## src/gpd_pkg.sv

```systemverilog
// package of codes, states and reset values for the gpib command decoder
package gpd_pkg;

  // ------------------------------------------------------------------
  // multiline interface command codes (true logic, seven bits used)
  // ------------------------------------------------------------------
  localparam logic [6:0] CMD_GTL = 7'h01;
  localparam logic [6:0] CMD_SDC = 7'h04;
  localparam logic [6:0] CMD_GET = 7'h08;
  localparam logic [6:0] CMD_LLO = 7'h11;
  localparam logic [6:0] CMD_DCL = 7'h14;
  localparam logic [6:0] CMD_SPE = 7'h18;
  localparam logic [6:0] CMD_SPD = 7'h19;
  localparam logic [6:0] CMD_UNL = 7'h3f;
  localparam logic [6:0] CMD_UNT = 7'h5f;

  // ------------------------------------------------------------------
  // address groups: bits 6:5 select the group, bits 4:0 the address
  // ------------------------------------------------------------------
  localparam logic [1:0] GRP_LISTEN    = 2'h1;
  localparam logic [1:0] GRP_TALK      = 2'h2;
  localparam logic [1:0] GRP_SECONDARY = 2'h3;
  localparam int         GRP_LSB       = 5;
  localparam int         ADDR_W        = 5;

  // ------------------------------------------------------------------
  // status byte sent during a serial poll
  // ------------------------------------------------------------------
  localparam int         STB_RQS_BIT   = 6;
  localparam int         STB_USER_W    = 6;

  // ------------------------------------------------------------------
  // synchroniser pin order and idle (reset) levels
  // ------------------------------------------------------------------
  localparam int         PIN_ATN       = 0;
  localparam int         PIN_IFC       = 1;
  localparam int         PIN_REN       = 2;
  localparam int         PIN_LKEY      = 3;
  localparam int         PIN_W         = 4;
  localparam logic [3:0] PIN_RST_VAL   = 4'hf; // every pin idles high

  // ------------------------------------------------------------------
  // remote/local state machine, one-hot
  // ------------------------------------------------------------------
  typedef enum logic [3:0] {
    RL_LOCAL       = 4'h1,
    RL_REMOTE      = 4'h2,
    RL_REMOTE_LOCK = 4'h4,
    RL_LOCAL_LOCK  = 4'h8
  } gpd_rl_t;

  // talker function, one-hot
  typedef enum logic [1:0] {
    TK_IDLE = 2'h1,
    TK_ADDR = 2'h2
  } gpd_tk_t;

  // reset values of the output flags
  localparam logic RST_FLAG = 1'b0;
  localparam logic RST_OE_N = 1'b1;

endpackage : gpd_pkg

```

## src/gpd_sync.sv

```systemverilog
// two flip-flop synchroniser for the asynchronous bus pins
`timescale 1ns/1ps
module gpd_sync
  import gpd_pkg::*;
#(
  parameter int              W       = 4,
  parameter logic [W-1:0]    RST_VAL = '0
) (
  // clock and reset
  input  wire logic          sys_clk,
  input  wire logic          rst,
  // pins in, synchronised levels out
  input  wire logic [W-1:0]  pin_in,
  output logic      [W-1:0]  pin_sync
);

  // ------------------------------------------------------------------
  // one two-stage chain per pin; stage one feeds stage two only
  // ------------------------------------------------------------------
  logic [W-1:0] stage1;

  genvar i;
  generate
    for (i = 0; i < W; i++) begin : g_bit
      always_ff @(posedge sys_clk or posedge rst) begin
        if (rst) begin
          stage1[i]   <= RST_VAL[i];
          pin_sync[i] <= RST_VAL[i];
        end else begin
          stage1[i]   <= pin_in[i];
          pin_sync[i] <= stage1[i];
        end
      end
    end
  endgenerate

endmodule // gpd_sync

```

## src/gpd_classify.sv

```systemverilog
// combinational classifier of one byte received with attention true
`timescale 1ns/1ps
module gpd_classify
  import gpd_pkg::*;
(
  // received byte in bus polarity and own primary address
  input  wire logic [7:0]        dio_n,
  input  wire logic [ADDR_W-1:0] my_addr,
  // one flag per recognised command
  output logic                   is_gtl,
  output logic                   is_sdc,
  output logic                   is_get,
  output logic                   is_llo,
  output logic                   is_dcl,
  output logic                   is_spe,
  output logic                   is_spd,
  output logic                   is_unl,
  output logic                   is_unt,
  output logic                   is_mla,
  output logic                   is_mta,
  output logic                   is_ota
);

  // ------------------------------------------------------------------
  // decoding
  // ------------------------------------------------------------------
  logic [6:0]        code;
  logic [1:0]        grp;
  logic [ADDR_W-1:0] low;
  logic              mine;

  // bus lines are low true; dio8 plays no part in a command
  assign code = ~dio_n[6:0];
  assign grp  = code[6:GRP_LSB];
  assign low  = code[ADDR_W-1:0];
  assign mine = (low == my_addr);

  // fixed command codes
  assign is_gtl = (code == CMD_GTL);
  assign is_sdc = (code == CMD_SDC);
  assign is_get = (code == CMD_GET);
  assign is_llo = (code == CMD_LLO);
  assign is_dcl = (code == CMD_DCL);
  assign is_spe = (code == CMD_SPE);
  assign is_spd = (code == CMD_SPD);
  assign is_unl = (code == CMD_UNL);
  assign is_unt = (code == CMD_UNT);

  // address groups; unlisten and untalk are never taken as addresses,
  // and the secondary group decodes to nothing at all
  assign is_mla = (grp == GRP_LISTEN) && mine && !is_unl;
  assign is_mta = (grp == GRP_TALK) && mine && !is_unt;
  assign is_ota = (grp == GRP_TALK) && !mine && !is_unt;

endmodule // gpd_classify

```

## src/gpd_decoder.sv

```systemverilog
// gpib bus command decoder: interface states, clears, trigger, data path
//
// Behaviour
// - uniline commands are single low-true lines; no data byte used.
// - every byte taken with attention true is a command or address.
// - bytes taken with attention false go to the message output while listening.
// - attention, interface clear and remote enable are inputs only.
// - service request stays asserted until the serial poll handles it.
// - end flag accompanies the last byte in both directions.
// - remote enable plus own listen address moves local to remote.
// - local lockout also disables the local key.
// - interface clear idles talker, listener and serial poll mode.
// - universal commands act whether addressed or not.
// - device clear requests a return to power-up defaults.
// - serial poll enable enters poll mode; disable leaves it.
// - addressed commands act only when addressed to listen.
// - selective clear acts as device clear, only when listening.
// - go-to-local leaves remote; lockout release is configurable.
// - group trigger fires when listening, or always if configured.
// - own listen address is primary address ored with 20 hex.
// - own talk address is primary address ored with 40 hex.
// - secondary command group bytes are ignored.
// - unlisten idles the listener whatever its addressing.
// - untalk idles an addressed talker.
// - command codes are fixed hexadecimal values.
`timescale 1ns/1ps
module gpd_decoder
  import gpd_pkg::*;
(
  // clock and reset
  input  wire logic                  sys_clk,
  input  wire logic                  rst,
  // management pins, low true, asynchronous
  input  wire logic                  atn_n,
  input  wire logic                  ifc_n,
  input  wire logic                  ren_n,
  // front panel local key, asynchronous, high when pressed
  input  wire logic                  local_key,
  // byte accepted by the handshake layer, same clock
  input  wire logic                  rx_stb,
  input  wire logic [7:0]            rx_dio_n,
  input  wire logic                  rx_atn_n,
  input  wire logic                  rx_eoi_n,
  // configuration
  input  wire logic [ADDR_W-1:0]     my_addr,
  input  wire logic                  cfg_ren_panel_lock,
  input  wire logic                  cfg_gtl_unlock,
  input  wire logic                  cfg_trig_unaddr,
  // device side: service need, status bits and source bytes
  input  wire logic                  svc_need,
  input  wire logic [STB_USER_W-1:0] status_bits,
  input  wire logic                  tx_stb,
  input  wire logic [7:0]            tx_data,
  input  wire logic                  tx_last,
  // handshake layer ready to take a source byte
  input  wire logic                  src_ready,
  // message input to the command parser
  output logic                       msg_stb,
  output logic [7:0]                 msg_data,
  output logic                       msg_end,
  // source byte to the handshake layer
  output logic                       src_stb,
  output logic [7:0]                 src_data,
  output logic                       src_eoi,
  output logic                       tx_ack,
  // interface state
  output logic                       listen,
  output logic                       talk,
  output logic                       spoll_mode,
  output logic                       remote,
  output logic                       lockout,
  output logic                       local_key_en,
  output logic                       panel_lock,
  // device requests, one-cycle pulses
  output logic                       dev_clear,
  output logic                       trigger,
  // service request pin, open drain
  output logic                       srq_o,
  output logic                       srq_oe_n
);

  // ------------------------------------------------------------------
  // pin synchronisation
  // ------------------------------------------------------------------
  logic [PIN_W-1:0] pins_raw, pins_s;
  logic             atn, ifc, ren, lkey, lkey_q, lkey_press;
  // the controller owns these lines; they are only ever sampled here
  assign pins_raw[PIN_ATN]  = atn_n;
  assign pins_raw[PIN_IFC]  = ifc_n;
  assign pins_raw[PIN_REN]  = ren_n;
  assign pins_raw[PIN_LKEY] = ~local_key;

  gpd_sync #(
    .W       (PIN_W),
    .RST_VAL (PIN_RST_VAL)
  ) u_sync (
    .sys_clk  (sys_clk),
    .rst      (rst),
    .pin_in   (pins_raw),
    .pin_sync (pins_s)
  );

  // low on the wire means true
  assign atn  = ~pins_s[PIN_ATN];
  assign ifc  = ~pins_s[PIN_IFC];
  assign ren  = ~pins_s[PIN_REN];
  assign lkey = ~pins_s[PIN_LKEY];

  // key edge, so a held key acts once
  assign lkey_press = lkey && !lkey_q;

  // ------------------------------------------------------------------
  // byte classification
  // ------------------------------------------------------------------
  logic is_gtl, is_sdc, is_get, is_llo, is_dcl, is_spe;
  logic is_spd, is_unl, is_unt, is_mla, is_mta, is_ota;
  gpd_classify u_classify (
    .dio_n   (rx_dio_n),
    .my_addr (my_addr),
    .is_gtl  (is_gtl),
    .is_sdc  (is_sdc),
    .is_get  (is_get),
    .is_llo  (is_llo),
    .is_dcl  (is_dcl),
    .is_spe  (is_spe),
    .is_spd  (is_spd),
    .is_unl  (is_unl),
    .is_unt  (is_unt),
    .is_mla  (is_mla),
    .is_mta  (is_mta),
    .is_ota  (is_ota)
  );

  // ------------------------------------------------------------------
  // command and data qualification
  // ------------------------------------------------------------------
  logic cmd, dat, cmd_live, addr_cmd;
  // attention travels with the byte from the handshake layer, so a
  // late edge on the synchronised pin cannot misfile a byte
  assign cmd      = rx_stb && !rx_atn_n;
  assign dat      = rx_stb && rx_atn_n;
  // nothing is decoded while interface clear holds the bus
  assign cmd_live = cmd && !ifc;
  // addressed commands need a prior own listen address
  assign addr_cmd = cmd_live && listen;

  // ------------------------------------------------------------------
  // listener and talker
  // ------------------------------------------------------------------
  logic    next_listen;
  gpd_tk_t tk_state, next_tk;
  // secondary group bytes match none of these terms and change nothing
  assign next_listen =
    ifc                   ? 1'b0 :
    (cmd_live && is_unl)  ? 1'b0 :
    (cmd_live && is_mla)  ? 1'b1 :
    (cmd_live && is_mta)  ? 1'b0 :
                            listen;

  always_comb begin
    next_tk = tk_state;
    if (ifc) begin
      next_tk = TK_IDLE;
    end else if (cmd_live) begin
      if (is_unt || is_ota) begin
        next_tk = TK_IDLE;
      end else if (is_mta) begin
        next_tk = TK_ADDR;
      end else if (is_mla) begin
        next_tk = TK_IDLE;
      end
    end
  end

  // ------------------------------------------------------------------
  // serial poll mode
  // ------------------------------------------------------------------
  logic next_spoll;
  assign next_spoll =
    ifc                   ? 1'b0 :
    (cmd_live && is_spe)  ? 1'b1 :
    (cmd_live && is_spd)  ? 1'b0 :
                            spoll_mode;

  // ------------------------------------------------------------------
  // remote/local machine
  // ------------------------------------------------------------------
  gpd_rl_t rl_state, next_rl;
  logic    gtl_hit, llo_hit, mla_hit;
  assign gtl_hit = addr_cmd && is_gtl;
  assign llo_hit = cmd_live && is_llo;
  assign mla_hit = cmd_live && is_mla;

  // dropping remote enable always returns to plain local
  always_comb begin
    next_rl = rl_state;
    if (!ren) begin
      next_rl = RL_LOCAL;
    end else begin
      case (rl_state)
        RL_LOCAL: begin
          if (llo_hit) begin
            next_rl = RL_LOCAL_LOCK;
          end else if (mla_hit) begin
            next_rl = RL_REMOTE;
          end
        end
        RL_REMOTE: begin
          if (llo_hit) begin
            next_rl = RL_REMOTE_LOCK;
          end else if (gtl_hit || lkey_press) begin
            next_rl = RL_LOCAL;
          end
        end
        RL_REMOTE_LOCK: begin
          // the local key has no effect here
          if (gtl_hit) begin
            next_rl = cfg_gtl_unlock ? RL_LOCAL
                                     : RL_LOCAL_LOCK;
          end
        end
        RL_LOCAL_LOCK: begin
          if (mla_hit) begin
            next_rl = RL_REMOTE_LOCK;
          end
        end
        default: begin
          next_rl = RL_LOCAL;
        end
      endcase
    end
  end

  logic next_remote, next_lockout;
  assign next_remote  = (next_rl == RL_REMOTE) ||
                        (next_rl == RL_REMOTE_LOCK);
  assign next_lockout = (next_rl == RL_REMOTE_LOCK) ||
                        (next_rl == RL_LOCAL_LOCK);

  // ------------------------------------------------------------------
  // device clear and trigger requests
  // ------------------------------------------------------------------
  logic next_clear, next_trig;
  assign next_clear = (cmd_live && is_dcl) ||
                      (addr_cmd && is_sdc);
  assign next_trig  = cmd_live && is_get &&
                      (listen || cfg_trig_unaddr);

  // ------------------------------------------------------------------
  // service request and serial poll answer
  // ------------------------------------------------------------------
  logic       srq_pend, svc_q, poll_sent;
  logic       talk_ok, poll_go, next_pend, next_sent;
  logic [7:0] stb_byte;
  // the talker sends only while attention is false
  assign talk_ok  = talk && !atn && src_ready;
  assign poll_go  = talk_ok && spoll_mode && !poll_sent;
  assign stb_byte = {1'b0, srq_pend, status_bits};

  // a new need that lands on the poll cycle survives it
  assign next_pend = (svc_need && !svc_q) ? 1'b1 :
                     poll_go              ? 1'b0 :
                                            srq_pend;
  // one status byte per poll; rearmed when attention returns
  assign next_sent = atn     ? 1'b0 :
                     poll_go ? 1'b1 :
                               poll_sent;

  // ------------------------------------------------------------------
  // source data path
  // ------------------------------------------------------------------
  logic tx_take;
  // device bytes are held off during a serial poll
  assign tx_take = tx_stb && talk_ok && !spoll_mode;

  // ------------------------------------------------------------------
  // state registers
  // ------------------------------------------------------------------
  always_ff @(posedge sys_clk or posedge rst) begin
    if (rst) begin
      rl_state   <= RL_LOCAL;
      tk_state   <= TK_IDLE;
      listen     <= RST_FLAG;
      talk       <= RST_FLAG;
      spoll_mode <= RST_FLAG;
      remote     <= RST_FLAG;
      lockout    <= RST_FLAG;
      dev_clear  <= RST_FLAG;
      trigger    <= RST_FLAG;
    end else begin
      rl_state   <= next_rl;
      tk_state   <= next_tk;
      listen     <= next_listen;
      talk       <= (next_tk == TK_ADDR);
      spoll_mode <= next_spoll;
      remote     <= next_remote;
      lockout    <= next_lockout;
      dev_clear  <= next_clear;
      trigger    <= next_trig;
    end
  end

  // panel and key enables follow the remote/local state
  always_ff @(posedge sys_clk or posedge rst) begin
    if (rst) begin
      local_key_en <= 1'b1;
      panel_lock   <= RST_FLAG;
      lkey_q       <= RST_FLAG;
    end else begin
      local_key_en <= !next_lockout;
      panel_lock   <= next_remote &&
                      (cfg_ren_panel_lock || next_lockout);
      lkey_q       <= lkey;
    end
  end

  // message input; only a listener takes device data
  always_ff @(posedge sys_clk or posedge rst) begin
    if (rst) begin
      msg_stb  <= RST_FLAG;
      msg_data <= 8'h00;
      msg_end  <= RST_FLAG;
    end else begin
      msg_stb  <= dat && listen && !ifc;
      msg_data <= ~rx_dio_n;
      msg_end  <= !rx_eoi_n;
    end
  end

  // source bytes; the poll answer outranks device data
  always_ff @(posedge sys_clk or posedge rst) begin
    if (rst) begin
      src_stb  <= RST_FLAG;
      src_data <= 8'h00;
      src_eoi  <= RST_FLAG;
      tx_ack   <= RST_FLAG;
    end else begin
      src_stb  <= poll_go || tx_take;
      src_data <= poll_go ? stb_byte : tx_data;
      src_eoi  <= !poll_go && tx_take && tx_last;
      tx_ack   <= tx_take;
    end
  end

  // service request pin: drive low only while a request is pending
  always_ff @(posedge sys_clk or posedge rst) begin
    if (rst) begin
      srq_pend  <= RST_FLAG;
      svc_q     <= RST_FLAG;
      poll_sent <= RST_FLAG;
      srq_o     <= RST_FLAG;
      srq_oe_n  <= RST_OE_N;
    end else begin
      srq_pend  <= next_pend;
      svc_q     <= svc_need;
      poll_sent <= next_sent;
      srq_o     <= 1'b0;
      srq_oe_n  <= !next_pend;
    end
  end

endmodule // gpd_decoder

```

## config.mk

```make
export PLATFORM = sky130hd
export DESIGN_NAME = gpd_decoder
export DESIGN_NICKNAME = d
export VERILOG_FILES = /design/src/gpd_pkg.sv /design/src/gpd_sync.sv /design/src/gpd_classify.sv /design/src/gpd_decoder.sv
export SDC_FILE = /design/constraint.sdc
export NUM_CORES = 1
export LEC_CHECK = 0
export BUFFER_PORTS_ARGS = -buffer_cell sky130_fd_sc_hd__buf_2
export CORE_ASPECT_RATIO = 0.8
export CORE_MARGIN = 1.5
export CORE_UTILIZATION = 48
export CTS_CLUSTER_SIZE = 16
export DETAILED_ROUTE_END_ITERATION = 6
export GPL_TIMING_DRIVEN = 0
export PLACE_DENSITY = 0.78
export SKIP_LAST_GASP = 1
export SYNTH_ARGS = -nofsm -noshare
export SYNTH_HDL_FRONTEND = slang
export SYNTH_SLANG_ARGS = --single-unit
```

## constraint.sdc

```tcl
create_clock -name sys_clk -period 2.05 [get_ports sys_clk]
set_input_delay 0.41 -clock sys_clk [delete_from_list [all_inputs] [get_ports sys_clk]]
set_output_delay 0.41 -clock sys_clk [all_outputs]
set_load 0.02 [all_outputs]
```

== Word-level counts from Yosys, hierarchy flattened ==
Cells that the tools add are included.
W data, S select, Z words.

* Register bits after elaboration: 49
* Input port bits: 43
* Output and inout bits: 32
* Logic and storage cells: 138

* Eq/ne operators: 23
* Mux-type cells: 26
* Bitwise operators: 4
* Reductions and logical operators: 54

{| class="wikitable"
|+ Operator list
! cell !! count
|-
| $logic_and A1 B1 Y1 || 34
|-
| $mux W4 || 8
|-
| $eq A7 B5 Y1 const B || 4
|-
| $pmux W4 S4 || 1
|-
| $logic_not A1 Y1 || 12
|-
| $mux W1 || 11
|-
| $mux W2 || 5
|-
| $eq A4 B2 Y1 const B || 2
|-
| $eq A4 B3 Y1 const B || 2
|-
| $eq A4 B4 Y1 const B || 2
|-
| $logic_or A1 B1 Y1 || 8
|-
| $mux W8 || 1
|-
| $not A8 Y8 || 1
|-
| $eq A7 B1 Y1 const B || 1
|-
| $eq A7 B3 Y1 const B || 1
|-
| $eq A7 B4 Y1 const B || 1
|-
| $eq A7 B6 Y1 const B || 1
|-
| $eq A7 B7 Y1 const B || 1
|-
| $not A7 Y7 || 1
|-
| $eq A5 B5 Y1 || 1
|-
| $eq A2 B2 Y1 const B || 2
|-
| $eq A4 B1 Y1 const B || 1
|-
| $ne A4 B4 Y1 const B || 1
|-
| $ne A3 B3 Y1 const B || 1
|-
| other kinds (3) || 4
|}

== Longest topological paths before layout ==
* Depth after elaboration: 14
* Gate-level depth with buffers: 7

== Modules after synthesis ==
From an unflattened synthesis, not the netlist that was laid out.

* Cell total of the unflattened synthesis: 179
* Area total of the unflattened synthesis: 2070.7 um^2

{| class="wikitable"
|+ By module, submodules not included
! module !! times used !! cells each !! area an instance (um^2)
|-
| gpd_decoder || 1 || 139 || 1655.3
|-
| gpd_sync || 1 || 9 || 214.0
|-
| gpd_classify || 1 || 31 || 201.4
|}

== Least setup slack after synthesis ==
OpenSTA, ideal clock, no wires.

* Path type: register to register
* Start: reg u_sync.pin_sync[1]
* End: reg panel_lock
* Library setup time: 119 ps
* Arrival: 1707 ps
* Required time: 1931 ps
* Setup slack: 224 ps
* Cell stages (with the launch flop): 7
* Period minus slack after synthesis: 1826 ps
* Cells stage by stage: dfstp_2 -> nand4b_2 -> o32ai_2 -> nor2_1 -> o211a_1 -> a311o_2 -> o21a_1

* Elaborated cells between the ends (all ways): 21
* Classes of those cells: eq/ne (3); mux (8); reduce/logical (10)

{| class="wikitable"
|+ RTL lines
! item !! line !! text
|-
| from (decl) || gpd_sync.sv:14 || <nowiki>output logic [W-1:0] pin_sync</nowiki>
|-
| from (signal, indexed assignment) || gpd_sync.sv:28 || <nowiki>pin_sync[i] <= RST_VAL[i];</nowiki>
|-
| from (signal, indexed assignment) || gpd_sync.sv:31 || <nowiki>pin_sync[i] <= stage1[i];</nowiki>
|-
| $logic_and A1 B1 Y1 * || gpd_decoder.sv:143 || <nowiki>assign cmd_live = cmd && !ifc;</nowiki>
|-
| $logic_and A1 B1 Y1 || gpd_decoder.sv:145 || <nowiki>assign addr_cmd = cmd_live && listen;</nowiki>
|-
| $logic_and A1 B1 Y1 || gpd_decoder.sv:190 || <nowiki>assign gtl_hit = addr_cmd && is_gtl;</nowiki>
|-
| $logic_or A1 B1 Y1 || gpd_decoder.sv:211 || <nowiki>end else if (gtl_hit || lkey_press) begin</nowiki>
|-
| $mux W4 || gpd_decoder.sv:211 ||
|-
| $mux W4 || gpd_decoder.sv:209 || <nowiki>if (llo_hit) begin</nowiki>
|-
| $pmux W4 S4 * || gpd_decoder.sv:200 || <nowiki>case (rl_state)</nowiki>
|-
| $mux W4 * || gpd_decoder.sv:197 || <nowiki>if (!ren) begin</nowiki>
|-
| via next_rl[1] || gpd_decoder.sv:188 || <nowiki>gpd_rl_t rl_state, next_rl;</nowiki>
|-
| $eq A4 B2 Y1 or $eq A4 B3 Y1 (tied branches) || gpd_decoder.sv:235, gpd_decoder.sv:236 ||
|-
| $logic_or A1 B1 Y1 * || gpd_decoder.sv:235 || <nowiki>assign next_remote = (next_rl == RL_REMOTE) ||</nowiki>
|-
| via next_remote || gpd_decoder.sv:234 || <nowiki>logic next_remote, next_lockout;</nowiki>
|-
| $logic_and A1 B1 Y1 * || gpd_decoder.sv:311 || <nowiki>panel_lock <= next_remote &&</nowiki>
|-
| to (signal assigned) || gpd_decoder.sv:311 ||
|-
| to (decl) || gpd_decoder.sv:73 || <nowiki>output logic panel_lock,</nowiki>
|}

Mark *: on every way through the listed nets, which the timed path passes. The rest lies on a longest branch.
A chain may end at the register's enable or synchronous reset.

== Worst setup path in the final report ==
* Start: reg rl_state[1]
* End: reg panel_lock

* Elaborated cells between the ends (all ways): 19
* Classes of those cells: eq/ne (7); mux (8); reduce/logical (4)

{| class="wikitable"
|+ RTL lines
! item !! line !! text
|-
| from (decl) || gpd_decoder.sv:188 ||
|-
| from (signal assigned) || gpd_decoder.sv:291 || <nowiki>rl_state <= next_rl;</nowiki>
|-
| $mux W4 (on tied branches) || gpd_decoder.sv:211, gpd_decoder.sv:204 ||
|-
| $mux W4 (on tied branches) || gpd_decoder.sv:209, gpd_decoder.sv:202 ||
|-
| $pmux W4 S4 * || gpd_decoder.sv:200 ||
|-
| $mux W4 * || gpd_decoder.sv:197 ||
|-
| $eq A4 B2 Y1 or $eq A4 B3 Y1 (tied branches) || gpd_decoder.sv:235, gpd_decoder.sv:236 ||
|-
| $logic_or A1 B1 Y1 * || gpd_decoder.sv:235 ||
|-
| via next_remote || gpd_decoder.sv:234 ||
|-
| $logic_and A1 B1 Y1 * || gpd_decoder.sv:311 ||
|}

Marked as above.

==> flow_summary.toml <==
[power]
p_per_area_nw_per_um2 = 676
p_int_mw = 1.35
leakage_nw = 1.29
p_total_mw = 1.76
vdd_drop_max_v = 0.000520
share_comb_of_total_power_pct = 10.1
clkPwrFrac_pct = 32.6
switching_share_pct = 23.5
seq_power_share_pct = 57.3
p_sw_mw = 0.413

[setup_path]
crit_fanout = 7
path_class = "reg2reg"
cp-start-kind = "flop"
reg2reg_slack_ns = 0.09
worstReg2RegStart = "rl_state[1]"
endpoint_kind = "flop"
required_ns = 2.25
worstReg2RegEnd = "panel_lock"
rr_worst_depth = 7
crit_arrival_ns = 2.15

[detailed_routing]
ant_nets = 0
drt_iter0_drc = 132
vias = 1521
wl_per_cell_um = 13.6
drc_errors = 0
via_per_inst = 5.05
drt_pre_antenna_iters = 4
wl_um = 4090

[logic_synthesis]
synthFlopType = "dfrtp_1"
netlist_area_um2 = 2030
synth_cell_types = 52
synth.most_common_cell = "dfrtp_1"
yosys_register_bits = 49
yosys-top-cells-area = "dfrtp_1 (46%), dfstp_2 (16%), mux2_2 (3.9%), inv_1 (3.2%), nor2_1 (2.0%)"
synth_edf_count = 0
netlist_instances = 165
synth_fp_nets = 208
syn_area_per_cell_um2 = 12.3
synth_top_area_cell = "dfrtp_1"
synth_common_cells = "dfrtp_1 (37), inv_1 (17), dfstp_2 (12)"
synth-warning-count = 0
synth_top_area_share_pct = 45.7
synthArstFlopShare_pct = 100
synth-seq-area-share_pct = 61.3

[placement]
place_area_um2 = 2470
globalplace.congestion = 0.872
io_buffer_count = 71
hpwl_um = 3000

[floorplan]
dieArea_um2 = 4620
initial_utilization_pct = 51.6
io_pins = 75
die_x_um = 75.6
core_region_area_um2 = 3930
die_height_um = 61.1
rows = 20

[timing]
timing.fmax_mhz = 511
skew_ns = 0.00949
setup_viol = 0
fin_tns_setup_ns = 0
whs_ns = 0.203
finalMaxSlewViolations = 0
finalCritPeriodShare_pct = 95.5
finalCriticalPeriod_ns = 1.96
relSlewSlack_pct = 52.6
finalHoldViolCount = 0
rsz0062_at_grt = "false"
worstMarginPinSlew_ns = 0.708

[global_route]
top_usage_layer = "met1"
use_met3_pct = 4.42
grt_pass1_wl_um = 6570
use_met2_pct = 28.1
grt_pass1_vias = 1377
grt_use_met1_pct = 29.3
grt_max_degree = 47
overflow = 0
antenna_found_initial = 0
grtUsageTotal_pct = 19.7

[clock_network]
cts_tree = "yes"
root_buffer = "clkbuf_8"
clk_pin_slew_ns = 0.08
worstSkewPairLatency_ns = 0.30
clock-sinks = 49
clockBufferDepth = 2
numCtsBuffers = 5
cts-htree-levels = 2

[min_path]
hold_path.class = "in2reg"
hold_path_end = "u_sync.stage1[1]"
hp-start = "ifc_n"
hold_depth = 1

[finish]
multi_input_area_um2 = 724
ff_latch_area_um2 = 1240
drive_gt1_share_pct = 48.8
layout.nets = 288
areaGrowthSynthToFinish_pct = 28.7
post-route-cell-area_um2 = 2610
n_antenna_cell = 0
fill_cells = 323

[outcome]
outcome = "complete, no violations"

[run]
cap_violations = 0
-- through the flow --
stage	setup WS (ns)	utilization, %	instances
floorplan	0.224	-	165
global placement	-0.0374	62.4	291
detailed placement	0.0184	62.9	292
CTS	0.0147	65.5	301
global route	0.00570	66.4	301
finish	0.0932	66.4	301
-- worst max-delay path by stage --
| stage | cells after the start | slack, ns | to | startpoint |
|---|---|---|---|---|
| 2_1_floorplan | 6 | 0.22 | panel_lock | u_sync.pin_sync[1] |
| 3_3_place_gp | 2 | -0.04 | msg_end | rst |
| 3_5_place_dp | 7 | 0.02 | panel_lock | u_sync.pin_sync[1] |
| 4_1_cts | 7 | 0.01 | panel_lock | u_sync.pin_sync[1] |
| 5_1_grt | 7 | 0.006 | panel_lock | rl_state[1] |
| 6_report | 7 | 0.09 | panel_lock | rl_state[1] |
-- layout by cell type, fill, tap and decap left out, types with 2 or more instances in the layout --
cell type  synthesis  layout
and2_1             2       2
buf_4              1       2
or2_2              2       2
nor2b_1            3       3
dfstp_2           12      12
mux2_2             7       7
nor4_1             2       2
clkbuf_2           2       2
o21a_1             2       2
nand2_1            7       7
a31oi_1            2       2
nor4b_2            1       3
nand4b_1           2       2
clkbuf_8           0       6
buf_2              1      72
dfrtp_1           37      37
nand3b_1           2       2
a21oi_1            3       3
a21boi_0           2       2
nand4_1            2       2
nor2_1            11      10
inv_1             17      16
and3_1             2       2
xnor2_1            2       2
nand3_1            4       4
xor2_1             4       4
o21ai_0            4       4
nor3_1             2       2
-- sequential cells by signal, summed over array words and instances (netlist names), 2 cells and up --
name and flops:
msg_data 8, rl_state 4, src_data 8, tk_state 2, u_sync.pin_sync 4, u_sync.stage1 4
-- cell families after synthesis --
group,Yosys count,share of synthesized area (%)
DFF,49,61.3
other,1,0.185
AOI/OAI and AO/OA,26,10.5
xor gates and xnor gates,6,2.59
and+or+nand+nor,53,16.6
muxes,8,4.39
buffers and inverters,22,4.45
-- power by group through the flow --
stage                     Combinational [mW]  Sequential (mW)  Clock, mW
final                                  0.178             1.01      0.574
after global routing                   0.197             1.01      0.632
after CTS                              0.173             1.01      0.590
after detailed placement               0.171             1.03          0
after global placement                 0.163             1.03          0
after floorplan                       0.0653             1.05          0
-- per-layer routing --
layer | vias to the layer above | wire [µm]
met4 | 0 | 61
met1 | 724 | 1970
li1 | 735 | -
met2 | 55 | 1820
met5 | - | 0
met3 | 7 | 237
-- timing repair --
action | CTS | global route
setup buffers | 0 | 1
hold buffers | 1 | 0
endpoints found under the hold margin | 3 | 0
gates resized for setup | 0 | 5
setup endpoints to repair | 0 | 8
-- critical path, stage by stage, from the launching register on --
cell and delay (ns):
dfrtp_1 0.38, clkbuf_2 0.17, xor2_1 0.16, a211oi_1 0.29
nor2_1 0.16, and3_1 0.21, a311o_2 0.38, o21a_1 0.11
-- layout make-up --
class / instances / share of cell area (%)
Buffer: 4 / 0.864
Sequential cell: 49 / 47.6
Clock buffer: 7 / 3.31
Multi-Input combinational cell: 94 / 27.8
Tap cell: 55 / 2.64
Inverter: 17 / 2.45
Timing Repair Buffer: 74 / 15.1
Clock inverter: 1 / 0.288
Note: power is estimated with default switching activity, not from simulation.
